### config.mk
export PLATFORM = sky130hd
export DESIGN_NAME = global_status_registers
export DESIGN_NICKNAME = d
export VERILOG_FILES = /design/src/verilog/status_pkg.sv /design/src/verilog/pin_sync.sv /design/src/verilog/global_status_registers.sv
export VERILOG_INCLUDE_DIRS = /design/src /design/src/verilog
export SDC_FILE = /design/constraint.sdc
export NUM_CORES = 1
export LEC_CHECK = 0
export BUFFER_PORTS_ARGS = -buffer_cell sky130_fd_sc_hd__buf_4
export CAP_MARGIN = 20
export CORE_MARGIN = 3
export CORE_UTILIZATION = 45
export CTS_CLUSTER_DIAMETER = 120
export CTS_CLUSTER_SIZE = 25
export DETAILED_ROUTE_END_ITERATION = 8
export PLACE_DENSITY_LB_ADDON = 0.15
export SKIP_LAST_GASP = 1
export SLEW_MARGIN = 10
export SYNTH_ARGS = -nofsm -noshare
export SYNTH_HDL_FRONTEND = slang
export SYNTH_SLANG_ARGS = --single-unit
### constraint.sdc
create_clock -name clk -period 1.2 [get_ports clk]
set_input_delay 0.12 -clock clk [delete_from_list [all_inputs] [get_ports clk]]
set_output_delay 0.12 -clock clk [all_outputs]
set_load 0.03 [all_outputs]
### src/verilog/status_params.svh
/*
 Offsets, field positions and reset values of the global status register group.
 Assumes inclusion by bare name from the status package and modules.
*/
`ifndef STATUS_PARAMS_SVH
`define STATUS_PARAMS_SVH
`define OFS_GENERAL_INPUT_LEVELS 16'h0219
`define OFS_INTERRUPT_SUMMARY 16'h021A
`define OFS_RESERVED_STATUS_B 16'h021B
`define OFS_CALIBRATION_CODE_PLL0 16'h021C
`define OFS_CALIBRATION_CODE_PLL1 16'h021D
`define OFS_CONFIG_LOAD_FAILURE 16'h021E
`define OFS_CONFIG_LOAD_RESULT 16'h021F
`define GEN_INPUT_WIDTH 4
`define CAL_WIDTH 6
`define BIT_INT_SUMMARY 0
`define BIT_LOAD_FAILED 0
`define BIT_LOAD_DONE 0
`define BIT_CHECKSUM_OK 3
`define RST_LOAD_FLAGS 1'h0
`define RST_CHECKSUM_OK 1'h1
`define RST_READ_DATA 8'h00
`define RST_SYNC 3'h0
`endif

### src/verilog/status_pkg.sv
/*
 Types shared by the global status register group.
 Assumes the constants header is on the include path.
*/
`include "status_params.svh"
package status_pkg;
   // Register read request from the serial port engine
   typedef struct packed
   {
      logic rd;
      logic [15:0] addr;
   } reg_req_s;
   // Register read answer
   typedef struct packed
   {
      logic valid;
      logic hit;
      logic [7:0] data;
   } reg_rsp_s;
   // Events reported by the configuration loader
   typedef struct packed
   {
      logic done;
      logic failed;
      logic crc_error;
   } load_evt_s;
endpackage : status_pkg

### src/verilog/pin_sync.sv
/*
 Three-stage synchroniser with agreement filter for a vector of pin inputs.
 Assumes pins are asynchronous to clk.
*/
`timescale 1ns/100ps
module pin_sync
#(
   parameter int WIDTH = 4
)
(
   input wire logic clk, // Core clock
   input wire logic hardware_reset_low, // Asynchronous reset, active low
   input wire logic [WIDTH-1:0] pin_in, // Asynchronous pin levels
   output logic [WIDTH-1:0] level_q // Filtered level
);
   logic [WIDTH-1:0] s1_q;
   logic [WIDTH-1:0] s2_q;
   logic [WIDTH-1:0] s3_q;
   genvar i;
   // Three synchroniser flops and an output flop per bit; a change counts when stages two and three agree
   generate
      for (i = 0; i < WIDTH; i = i + 1)
      begin : g_bit
         always_ff @(posedge clk or negedge hardware_reset_low)
         begin
            if (!hardware_reset_low)
            begin
               s1_q[i] <= 1'b0;
               s2_q[i] <= 1'b0;
               s3_q[i] <= 1'b0;
               level_q[i] <= 1'b0;
            end
            else
            begin
               s1_q[i] <= pin_in[i];
               s2_q[i] <= s1_q[i];
               s3_q[i] <= s2_q[i];
               if (s2_q[i] == s3_q[i])
                  level_q[i] <= s3_q[i];
            end
         end
      end
   endgenerate
endmodule : pin_sync

### src/verilog/global_status_registers.sv
/*
 Global status register group: pin levels, interrupt summary, configuration
 load result and PLL calibration codes, read over the serial port engine.
 Assumes the serial engine presents one-cycle read strobes on clk, and the
 loader and interrupt logic drive their levels and pulses on clk.
 Register map, all read-only, reserved bits read as zero:
   0x219 bits 3:0  synchronised levels of pins set as inputs
   0x21A bit 0     interrupt summary, mirrored inverted on the pin
   0x21B           reserved, reads zero
   0x21C bits 5:0  PLL0 calibration code
   0x21D bits 5:0  PLL1 calibration code
   0x21E bit 0     load failed, sticky until reset
   0x21F bit 3     checksum good, low on a checksum error
   0x21F bit 0     load done, sticky until reset
 Timing: a read strobe at edge n is answered at edge n+1 for one cycle.
 Pin levels settle four edges after a stable pin change.
 The lockout output must be honoured by the serial engine; only the reset
 pin releases it, since no register write reaches this group.
*/
// Operation
// - Input-level register shows input-configured pin levels
// - Summary bit and low interrupt pin track enabled status
// - Load-failed flag sticks until device reset
// - Load-done flag sticks until device reset
// - Checksum flag low when EEPROM CRC fails
// - Checksum failure locks serial port until reset
// - Six-bit calibration code per PLL, read-only
`timescale 1ns/100ps
`include "status_params.svh"
module global_status_registers
   import status_pkg::*;
(
   input wire logic clk, // Core clock, 250 MHz
   input wire logic hardware_reset_low, // Asynchronous reset, active low
   input wire logic [`GEN_INPUT_WIDTH-1:0] gpio_pin_in, // Raw GPIO pin levels
   input wire logic [`GEN_INPUT_WIDTH-1:0] gpio_is_input, // Pin configured as input
   input wire logic [7:0] int_status, // Interrupt status bits
   input wire logic [7:0] int_enable, // Interrupt enables
   input wire load_evt_s load_evt, // Loader event pulses
   input wire logic [`CAL_WIDTH-1:0] calibration_code_0, // PLL0 calibration code
   input wire logic [`CAL_WIDTH-1:0] calibration_code_1, // PLL1 calibration code
   input wire reg_req_s req, // Register read request
   output reg_rsp_s rsp, // Register read answer
   output logic interrupt_request_low, // Interrupt pin, active low
   output logic serial_port_locked // Serial port lockout
);
   // Synchronised pin levels and the copy masked by the pin direction
   logic [`GEN_INPUT_WIDTH-1:0] general_input_level;
   logic [`GEN_INPUT_WIDTH-1:0] level_masked;
   // Per-bit enabled interrupt status and their summary
   logic [7:0] int_active;
   logic any_active;
   // Read strobe, and the strobe qualified by a mapped address
   logic rd_take;
   logic rd_take_hit;
   logic config_load_failed_q;
   logic config_load_done_q;
   logic config_checksum_ok_q;
   logic int_summary_q;
   logic [`CAL_WIDTH-1:0] cal0_q;
   logic [`CAL_WIDTH-1:0] cal1_q;
   logic rsp_valid_q;
   logic rsp_hit_q;
   logic [7:0] rsp_data_q;
   logic [7:0] rd_data;
   logic rd_hit;

   // Address decode into register read value
   function automatic logic [8:0] read_mux(input logic [15:0] a,
                                           input logic [`GEN_INPUT_WIDTH-1:0] lvl,
                                           input logic isum,
                                           input logic [`CAL_WIDTH-1:0] c0,
                                           input logic [`CAL_WIDTH-1:0] c1,
                                           input logic lfail,
                                           input logic ldone,
                                           input logic crcok);
      logic [7:0] d;
      logic h;
      d = 8'h00;
      h = 1'b1;
      unique case (a)
         `OFS_GENERAL_INPUT_LEVELS:
         begin
            // Only the four low bits carry pin levels
            d[`GEN_INPUT_WIDTH-1:0] = lvl;
         end
         `OFS_INTERRUPT_SUMMARY:
         begin
            // Summary alone in bit 0
            d[`BIT_INT_SUMMARY] = isum;
         end
         `OFS_RESERVED_STATUS_B:
         begin
            // Whole byte reserved
            d = 8'h00;
         end
         `OFS_CALIBRATION_CODE_PLL0:
         begin
            // Six-bit code, top bits reserved
            d[`CAL_WIDTH-1:0] = c0;
         end
         `OFS_CALIBRATION_CODE_PLL1:
         begin
            // Six-bit code, top bits reserved
            d[`CAL_WIDTH-1:0] = c1;
         end
         `OFS_CONFIG_LOAD_FAILURE:
         begin
            // Failure flag alone in bit 0
            d[`BIT_LOAD_FAILED] = lfail;
         end
         `OFS_CONFIG_LOAD_RESULT:
         begin
            d[`BIT_LOAD_DONE] = ldone;
            d[`BIT_CHECKSUM_OK] = crcok;
         end
         default: h = 1'b0;
      endcase
      return {h, d};
   endfunction : read_mux

   // Pin levels synchronised, masked to input-configured pins
   pin_sync #(.WIDTH(`GEN_INPUT_WIDTH)) u_level_sync
   (
      .clk(clk),
      .hardware_reset_low(hardware_reset_low),
      .pin_in(gpio_pin_in),
      .level_q(general_input_level)
   );

   // Per-pin direction mask: pins set as outputs read back as zero
   generate
      for (genvar p = 0; p < `GEN_INPUT_WIDTH; p = p + 1)
      begin : g_level_mask
         assign level_masked[p] = general_input_level[p] & gpio_is_input[p];
      end
   endgenerate

   // Per-bit enable mask of the interrupt status
   generate
      for (genvar b = 0; b < 8; b = b + 1)
      begin : g_int_active
         assign int_active[b] = int_status[b] & int_enable[b];
      end
   endgenerate

   // Any enabled status bit raises the summary
   assign any_active = |int_active;

   // Interrupt summary from enabled status bits
   // Registering keeps glitches of the status logic off the pin
   always_ff @(posedge clk or negedge hardware_reset_low)
   begin
      if (!hardware_reset_low)
         int_summary_q <= 1'b0;
      else
         int_summary_q <= any_active;
   end

   // Pin is low while summary is set, released otherwise
   assign interrupt_request_low = ~int_summary_q;

   // Sticky load-failed flag, cleared only by reset
   // No software clear exists, so no set-versus-clear race arises
   always_ff @(posedge clk or negedge hardware_reset_low)
   begin
      if (!hardware_reset_low)
         config_load_failed_q <= `RST_LOAD_FLAGS;
      else if (load_evt.failed)
         config_load_failed_q <= 1'b1;
   end

   // Sticky load-done flag, cleared only by reset
   always_ff @(posedge clk or negedge hardware_reset_low)
   begin
      if (!hardware_reset_low)
         config_load_done_q <= `RST_LOAD_FLAGS;
      else if (load_evt.done)
         config_load_done_q <= 1'b1;
   end

   // Checksum flag, active low, falls on CRC error and holds until reset
   // The loader retries only after a reset pulse
   always_ff @(posedge clk or negedge hardware_reset_low)
   begin
      if (!hardware_reset_low)
         config_checksum_ok_q <= `RST_CHECKSUM_OK;
      else if (load_evt.crc_error)
         config_checksum_ok_q <= 1'b0;
   end

   // Lockout follows the checksum flag; only the reset pin releases it
   assign serial_port_locked = ~config_checksum_ok_q;

   // Calibration codes registered for stable reads
   // Codes may move every cycle; a read shows the value one edge old
   always_ff @(posedge clk or negedge hardware_reset_low)
   begin
      if (!hardware_reset_low)
      begin
         cal0_q <= '0;
         cal1_q <= '0;
      end
      else
      begin
         cal0_q <= calibration_code_0;
         cal1_q <= calibration_code_1;
      end
   end

   // Decode the read; reserved bits return zero
   // Zero reserved bits give the host a defined value to ignore
   assign {rd_hit, rd_data} = read_mux(req.addr,
                                       level_masked,
                                       int_summary_q, cal0_q, cal1_q,
                                       config_load_failed_q, config_load_done_q,
                                       config_checksum_ok_q);

   // A read is taken on the strobe; a hit needs a mapped address too
   assign rd_take = req.rd;
   assign rd_take_hit = req.rd & rd_hit;

   // Answer valid one cycle after the strobe; no flag is touched by it
   always_ff @(posedge clk or negedge hardware_reset_low)
   begin
      if (!hardware_reset_low)
         rsp_valid_q <= 1'b0;
      else
         rsp_valid_q <= rd_take;
   end

   // Hit marks a mapped address; unmapped reads answer with hit low
   always_ff @(posedge clk or negedge hardware_reset_low)
   begin
      if (!hardware_reset_low)
         rsp_hit_q <= 1'b0;
      else
         rsp_hit_q <= rd_take_hit;
   end

   // Data stands only in the answer cycle and is zero otherwise
   always_ff @(posedge clk or negedge hardware_reset_low)
   begin
      if (!hardware_reset_low)
         rsp_data_q <= `RST_READ_DATA;
      else if (rd_take_hit)
         rsp_data_q <= rd_data;
      else
         rsp_data_q <= `RST_READ_DATA;
   end

   // Answer gathered into its carrier struct
   assign rsp = '{valid: rsp_valid_q, hit: rsp_hit_q, data: rsp_data_q};
endmodule : global_status_registers

==> metrics.md, run 1 <==
| Metric | Value |
|---|---|
| CTS buffer count | `5` |
| CP arrival | `about 1100 ps` |
| Area grow syn2layout | `60.19%` |
| Port bufs | `67` |
| Global-route wire length before repair | `between 5 and 6 mm` |
| DRT Wirelength | `3.254 mm` |
| Synth cell types | `30` |
| Main synth FF type | `dfrtp_1` |
| DIE AREA | `between 3000 and 4000 um^2` |
| Routed vias/inst | `4.723` |
| Post-synthesis adder-cell area fraction | `roughly 2.8%` |
| Clock Latency Late Sink | `about 350 ps` |
| Synth Area in Simple Gates | `between 10% and 20%` |
| Main combinational cell family by area after synthesis | `simple AND/OR/NAND/NOR gates` |
| Worst Hold Class | `input port to register` |
| RSZ-0062 raised after global routing | `true` |
| PD cells | `between 1000 and 1500 nW/um^2` |
| Fin. max-slew vios | `0` |
| Worst vdd ir | `roughly 0.76 mV` |
| Nets@finish | `around 250` |
| Status | `finished, violations left` |
| Top achievable clock speed | `just over 0.8 GHz` |
| Synth cell count leaders | `dfrtp_1, a22oi_1, buf_4, maj3_1` |
| Syn_area_per_cell | `around 15 um^2` |
| GPL Wtd Cong | `about 0.66` |
| DR pass1 iterations | `3` |
| Placed wire-length estimate | `~2.1 mm` |
| Placed cells | `202` |
| Worst slack, placed | `around 3 ps` |
| Cell area after synthesis | `approximately 1500 um^2` |
| CTS tree | `done` |
| Final-report hold violation count | `0` |
| Critical path class | `register to primary output` |
| CTS max path bufs | `2` |
| CP Max Fanout | `2` |
| Cell with the most instances after synthesis | `dfrtp_1` |
| Sequential element share of the synthesized area | `68.87%` |
| Mapped Cells | `between 90 and 100` |
| Synth warn | `0` |
| Largest net degree at the start of global routing | `between 40 and 50` |
| Final setup skew | `between 3 and 4 ps` |
| Clk root buf | `clkbuf_4` |
| Share of cells above drive strength 1 | `between 40% and 50%` |
| Worst-path cell chain | `inv_2 -> buf_6` |
| Minimum clock period | `about 1200 ps` |
| Largest stage delay, worst path | `around 560 ps` |
| CP Capture Type | `primary output` |
| Die width | `between 60 and 70 um` |
| Worst path slowest cell | `dfstp_2` |
| Post-synth EDFFs | `0` |
| Number of max-cap violations | `0` |
| Initial antenna violation count | `0` |
| Wirelength per Cell | `around 14 um` |
| Setup ws final | `-4.152 ps` |
| H-tree levels | `2` |
| Total global routing overflow | `0` |
| Post-synth ARST share | `100.0%` |
| Register bit total from synthesis | `40` |
| CTS Sinks | `40` |
| Overall die height | `62.87 um` |
| Post-synth top area cell | `dfrtp_1` |
| Tcrit/Tclk final | `100.3%` |
| Final setup viols | `1` |
| Total power | `2641 uW` |
| Clock transition at path regs | `120 ps` |
| Complex-gate fraction of the synthesized area | `under 10%` |
| # diodes | `0` |
| Final std cells w/o fill | `238` |
| GRT Overall Usage | `18.18%` |
| # IOs | `70` |
| Multiplexer share of the synthesized area | `around 3.7%` |
| Crit path buffers/inverters | `2` |
| Vias in the first global route | `roughly 1300` |
| DRC viols | `0` |
| Synth Area in XOR/XNOR | `0%` |
| Initial Util | `47.28%` |
| Core ar. | `3078 um^2` |
| Top-area cell type share of the netlist area | `between 60 and 70%` |
| Vias | `1124` |
| Row count | `20` |
| Leak pwr | `around 0.0011 uW` |
| Startpoint types | `register` |
| Delay-heaviest family, CP | `flip-flops` |
| Antenna-violating nets left | `0` |
| Area contributors post-synth | `dfrtp_1, maj3_1, mux2_2` |
| Failing checks | `negative setup slack` |
| DRT iter0 DRCs | `26` |
| CP required | `roughly 1100 ps` |
==> state kept, by name, summed over array words and instances, names as in the netlist <==
register	cells
config_load_failed_q	1
u_level_sync.s1_q	4
u_level_sync.s2_q	4
rsp_data_q	6
config_load_done_q	1
cal1_q	6
u_level_sync.level_q	4
cal0_q	6
rsp_hit_q	1
rsp_valid_q	1
config_checksum_ok_q	1
int_summary_q	1
u_level_sync.s3_q	4
==> layer usage <==
layer / track usage, % / share of wire, % / vias up
li1: - / - / 529
met1: 19.26 / 36 / 542
met2: 33.07 / 55 / 45
met3: 5.576 / 6.7 / 8
met4: 7.438 / 1.8 / 0
met5: 0 / 0 / -
==> through the flow <==
step                      instance area (um^2)  TNS [ps]  util [%]  hold WS, ps
after floorplan                           1459         0         -       -175.6
after detailed placement                  1972         0     64.07        116.6
after global placement                    1972         0     64.07        109.1
after CTS                                 2323    -16.06     75.49       0.1189
after global routing                      2331    -56.25     75.73        5.632
final                                     2331    -4.152     75.73        13.37
==> repair_timing <==
item | 4_1_cts | 5_1_grt
hold endpoints to repair | 60 | 0
hold buffers | 26 | 0
gates resized for setup | 2 | 0
endpoints found under the setup margin | 1 | 1
pin swaps | 0 | 0
buffers inserted | 1 | 1
==> cells in the final DEF (no fill, tap or decap), types with 3 or more instances in the layout <==
master | synthesis | layout
nand4_1 | 3 | 3
dlygate4sd3_1 | 0 | 26
a22oi_1 | 4 | 4
buf_4 | 4 | 68
mux2_2 | 3 | 3
maj3_1 | 4 | 4
dfrtp_1 | 39 | 39
a211oi_1 | 3 | 3
nor2_1 | 3 | 3
clkbuf_4 | 0 | 5
==> logic make-up (layout without fill, tap and decap cells) <==
| family | count (synthesis) | after routing |
|---|---|---|
| mux | 5 | 5 |
| compound gates | 14 | 14 |
| buf+inv | 9 | 105 |
| fa+ha+maj | 4 | 4 |
| other cells | 1 | 2 |
| simple gates | 24 | 24 |
| flops | 40 | 40 |
==> final timing paths <==
check | end | slack, ps | from | cells past startpoint
max | serial_port_locked | -4 | config_checksum_ok_q | 2
min | rsp_data_q[4] | 10 | req[1] | 2
max reg2reg | rsp_data_q[3] | 150 | config_checksum_ok_q | 3
min reg2reg | u_level_sync.s2_q[2] | 360 | u_level_sync.s1_q[2] | 0
max in group asynchronous | config_checksum_ok_q | 590 | hardware_reset_low | 2
min in group asynchronous | u_level_sync.level_q[2] | 260 | hardware_reset_low | 2
==> cell type report <==
class	instances	area, um^2
multi-input combinational	49	404.1
fill	221	747.0
clock buffer	5	37.54
tap	44	55.05
timing repair buffer	95	782.0
sequential	40	1002
inverter	2	7.507
clock inverter	3	42.54
==> where the power goes <==
part | leakage (uW) | switching, uW | total, uW | internal [uW]
clock network | 0.0000412 | 434 | 868 | 434
logic | 0.000584 | 124 | 345 | 221
registers | 0.000473 | 23.1 | 1430 | 1400
==> worst reg2reg max path, delay by kind of cell (launching register included) <==
kind	cells	cell delay, ps
AO/OA/AOI/OAI	3	400
flip-flops	1	560
Note: power is estimated with default switching activity, not from simulation.
==> inputs of run 2 (changes only) <==
--- a/config.mk
+++ b/config.mk
@@ -8,8 +8,10 @@
 export LEC_CHECK = 0
 export BUFFER_PORTS_ARGS = -buffer_cell sky130_fd_sc_hd__buf_4
 export CAP_MARGIN = 20
+export CELL_PAD_IN_SITES_DETAIL_PLACEMENT = 1
+export CELL_PAD_IN_SITES_GLOBAL_PLACEMENT = 2
 export CORE_MARGIN = 3
-export CORE_UTILIZATION = 45
+export CORE_UTILIZATION = 28
 export CTS_CLUSTER_DIAMETER = 120
 export CTS_CLUSTER_SIZE = 25
 export DETAILED_ROUTE_END_ITERATION = 8
@@ -19,3 +21,4 @@
 export SYNTH_ARGS = -nofsm -noshare
 export SYNTH_HDL_FRONTEND = slang
 export SYNTH_SLANG_ARGS = --single-unit
+export TNS_END_PERCENT = 10
==> constraint.sdc (replaced) <==
create_clock -name clk -period 1.2 [get_ports clk]
set_input_delay 0.24 -clock clk [delete_from_list [all_inputs] [get_ports clk]]
set_output_delay 0.24 -clock clk [all_outputs]
set_load 0.03 [all_outputs]
==> metrics.md, run 2 (synthesis gave the netlist of run 1 again) <==
| Metric | Value |
|---|---|
| Worst R2R Path Depth | `3` |
| DRT iter0 DRCs | `between 40 and 50` |
| Tightest Pin Transition | `500.4 ps` |
| Total global routing overflow | `0` |
| Global-route wire length before repair | `between 5 and 6 mm` |
| Vias in the first global route | `approximately 1200` |
| Antenna-violating nets left | `0` |
| GPL Wtd Cong | `~0.7` |
| Worst vdd ir | `0.6590 mV` |
| Startpoint types | `register` |
| Routed vias/inst | `between 4 and 5` |
| Status | `finished, violations left` |
| DR pass1 iterations | `2` |
| Met3 Use GR | `roughly 4.5%` |
| CTS buffer count | `5` |
| CP arrival | `between 1000 and 1500 ps` |
| Hold-critical path endpoint | `cal1_q[5]` |
| Number of max-cap violations | `0` |
| # IOs | `70` |
| Area grow syn2layout | `49.01%` |
| Largest net degree at the start of global routing | `slightly above 40` |
| Clk root buf | `clkbuf_8` |
| CTS max path bufs | `2` |
| CTS tree | `done` |
| Internal Power | `between 2000 and 2500 uW` |
| DIE AREA | `a little over 6000 um^2` |
| Largest registers | `cal0_q (6), cal1_q (6), rsp_data_q (6)` |
| PD cells | `approximately 1300 nW/um^2` |
| Minimum clock period | `approximately 1300 ps` |
| Tcrit/Tclk final | `104.2%` |
| Most frequent cells in the layout | `buf_4, dfrtp_1, clkbuf_8` |
| Final setup TNS | `-50.84 ps` |
| Placed wire-length estimate | `approximately 2.6 mm` |
| DRC viols | `0` |
| Most Crowded Layer GR | `met2` |
| Critical path class | `register to primary output` |
| Initial antenna violation count | `0` |
| Share of cells above drive strength 1 | `between 50% and 60%` |
| Setup Buffers After CTS | `0` |
| Initial Util | `between 20% and 30%` |
| Clock share of power | `40.9%` |
| Clock transition at path regs | `about 80 ps` |
| Psw | `~590 uW` |
| Wirelength per Cell | `between 10 and 15 um` |
| Worst Hold Class | `input port to register` |
| Fin. max-slew vios | `0` |
| Combinational power share | `10.0%` |
| GRT Overall Usage | `between 10% and 20%` |
| Overall die height | `between 70 and 80 um` |
| Worst reg2reg setup slack | `roughly 140 ps` |
| RSZ-0062 raised after global routing | `true` |
| Filler cell count | `542` |
| Nets@finish | `226` |
| CP required | `between 900 and 1000 ps` |
| Hold Path Depth | `1` |
| Worst slack, placed | `-110.8 ps` |
| Sw Ratio | `20.24%` |
| Grt met2 use | `roughly a fifth` |
| CTS Sinks | `40` |
| Final-report hold violation count | `0` |
| Setup ws final | `-50.84 ps` |
| Most common cell after layout, fill and taps aside | `buf_4` |
| Vias | `about 1000` |
| R2r startpoint | `config_checksum_ok_q` |
| Failing checks | `negative setup slack` |
| Cell area after layout | `approximately 2200 um^2` |
| Reg2reg end | `rsp_data_q[3]` |
| H-tree levels | `2` |
| Min-delay src | `calibration_code_1[5]` |
| Die width | `about 78 um` |
| DRT Wirelength | `roughly 3.3 mm` |
| Placed inst area | `a little over 2000 um^2` |
| Leak pwr | `0.001023 uW` |
| Row count | `25` |
| Worst relative slew slack | `66.64%` |
| Met1 GRT Util | `a little over an eighth` |
| Clock Latency Late Sink | `about 290 ps` |
| # diodes | `0` |
| Final setup skew | `between 8 and 9 ps` |
| CP Max Fanout | `2` |
| Top achievable clock speed | `~0.8 GHz` |
| Port bufs | `67` |
| Final setup viols | `1` |
| Final Util | `between 40% and 50%` |
| CP Capture Type | `primary output` |
| Core ar. | `about 5000 um^2` |
| Sequential power share | `roughly 49%` |
-- run 2: cell count changes in the layout (fill, tap and decap cells not counted), sizes merged --
cell | before | now
clkbuf | 5 | 7
clkinv | 1 | 0
dlygate4sd3 | 26 | 1
clkinvlp | 1 | 0
-- run 2: stage by stage --
step | hold slack, ps | power [uW] | instances
2_1_floorplan | -55.59 | 1545 | 98
3_3_place_gp | 239.5 | 1738 | 227
3_5_place_dp | 246.6 | 1748 | 227
4_1_cts | 42.99 | 2951 | 236
5_1_grt | 29.08 | 3050 | 236
6_report | 51.39 | 2902 | 236
-- run 2: worst max-delay path, cell delays in order, from the launching register on --
cell	delay, ps
dfstp_2	550
inv_2	40
buf_6	130
-- run 2: worst max-delay path by stage --
| stage | from | end | slack, ps | cells past startpoint |
|---|---|---|---|---|
| 3_3_place_gp | req[13] | rsp_data_q[3] | -40 | 4 |
| 4_1_cts | config_checksum_ok_q | serial_port_locked | -60 | 2 |
| 3_5_place_dp | req[13] | rsp_data_q[3] | -110 | 4 |
| 5_1_grt | config_checksum_ok_q | serial_port_locked | -90 | 2 |
| 6_report | config_checksum_ok_q | serial_port_locked | -50 | 2 |
| 2_1_floorplan | req[13] | rsp_data_q[3] | 160 | 3 |
-- run 2: power by group through the flow --
stage	Combinational [uW]	Clock, uW	Sequential (uW)
after floorplan	98.5	0	1450
final	290	1190	1430
after global placement	287	0	1450
after detailed placement	295	0	1450
after global routing	321	1300	1430
after CTS	298	1230	1430
-- run 2: per-layer routing --
| layer | share of wire [%] | wire length (um) |
|---|---|---|
| met2 | 52 | 1710 |
| met4 | 0.85 | 28 |
| met3 | 8.3 | 275 |
| met5 | 0 | 0 |
| met1 | 39 | 1296 |
-- run 2: layout make-up --
cell class | count | area [um^2] | area share, %
clock buffers | 7 | 96.34 | 4.443
multi-input cells | 49 | 404.1 | 18.64
clock inverters | 1 | 30.03 | 1.385
repair buffers | 70 | 544.3 | 25.10
inverters | 2 | 7.507 | 0.3462
flip-flops and latches | 40 | 1002 | 46.22
well taps | 67 | 83.83 | 3.866
-- run 2: timing repair --
item / 4_1_cts / 5_1_grt
hold buffers: 1 / 0
setup endpoints to repair: 1 / 1
pin swaps: 0 / 0
hold endpoints to repair: 39 / 0
gates resized for setup: 2 / 0
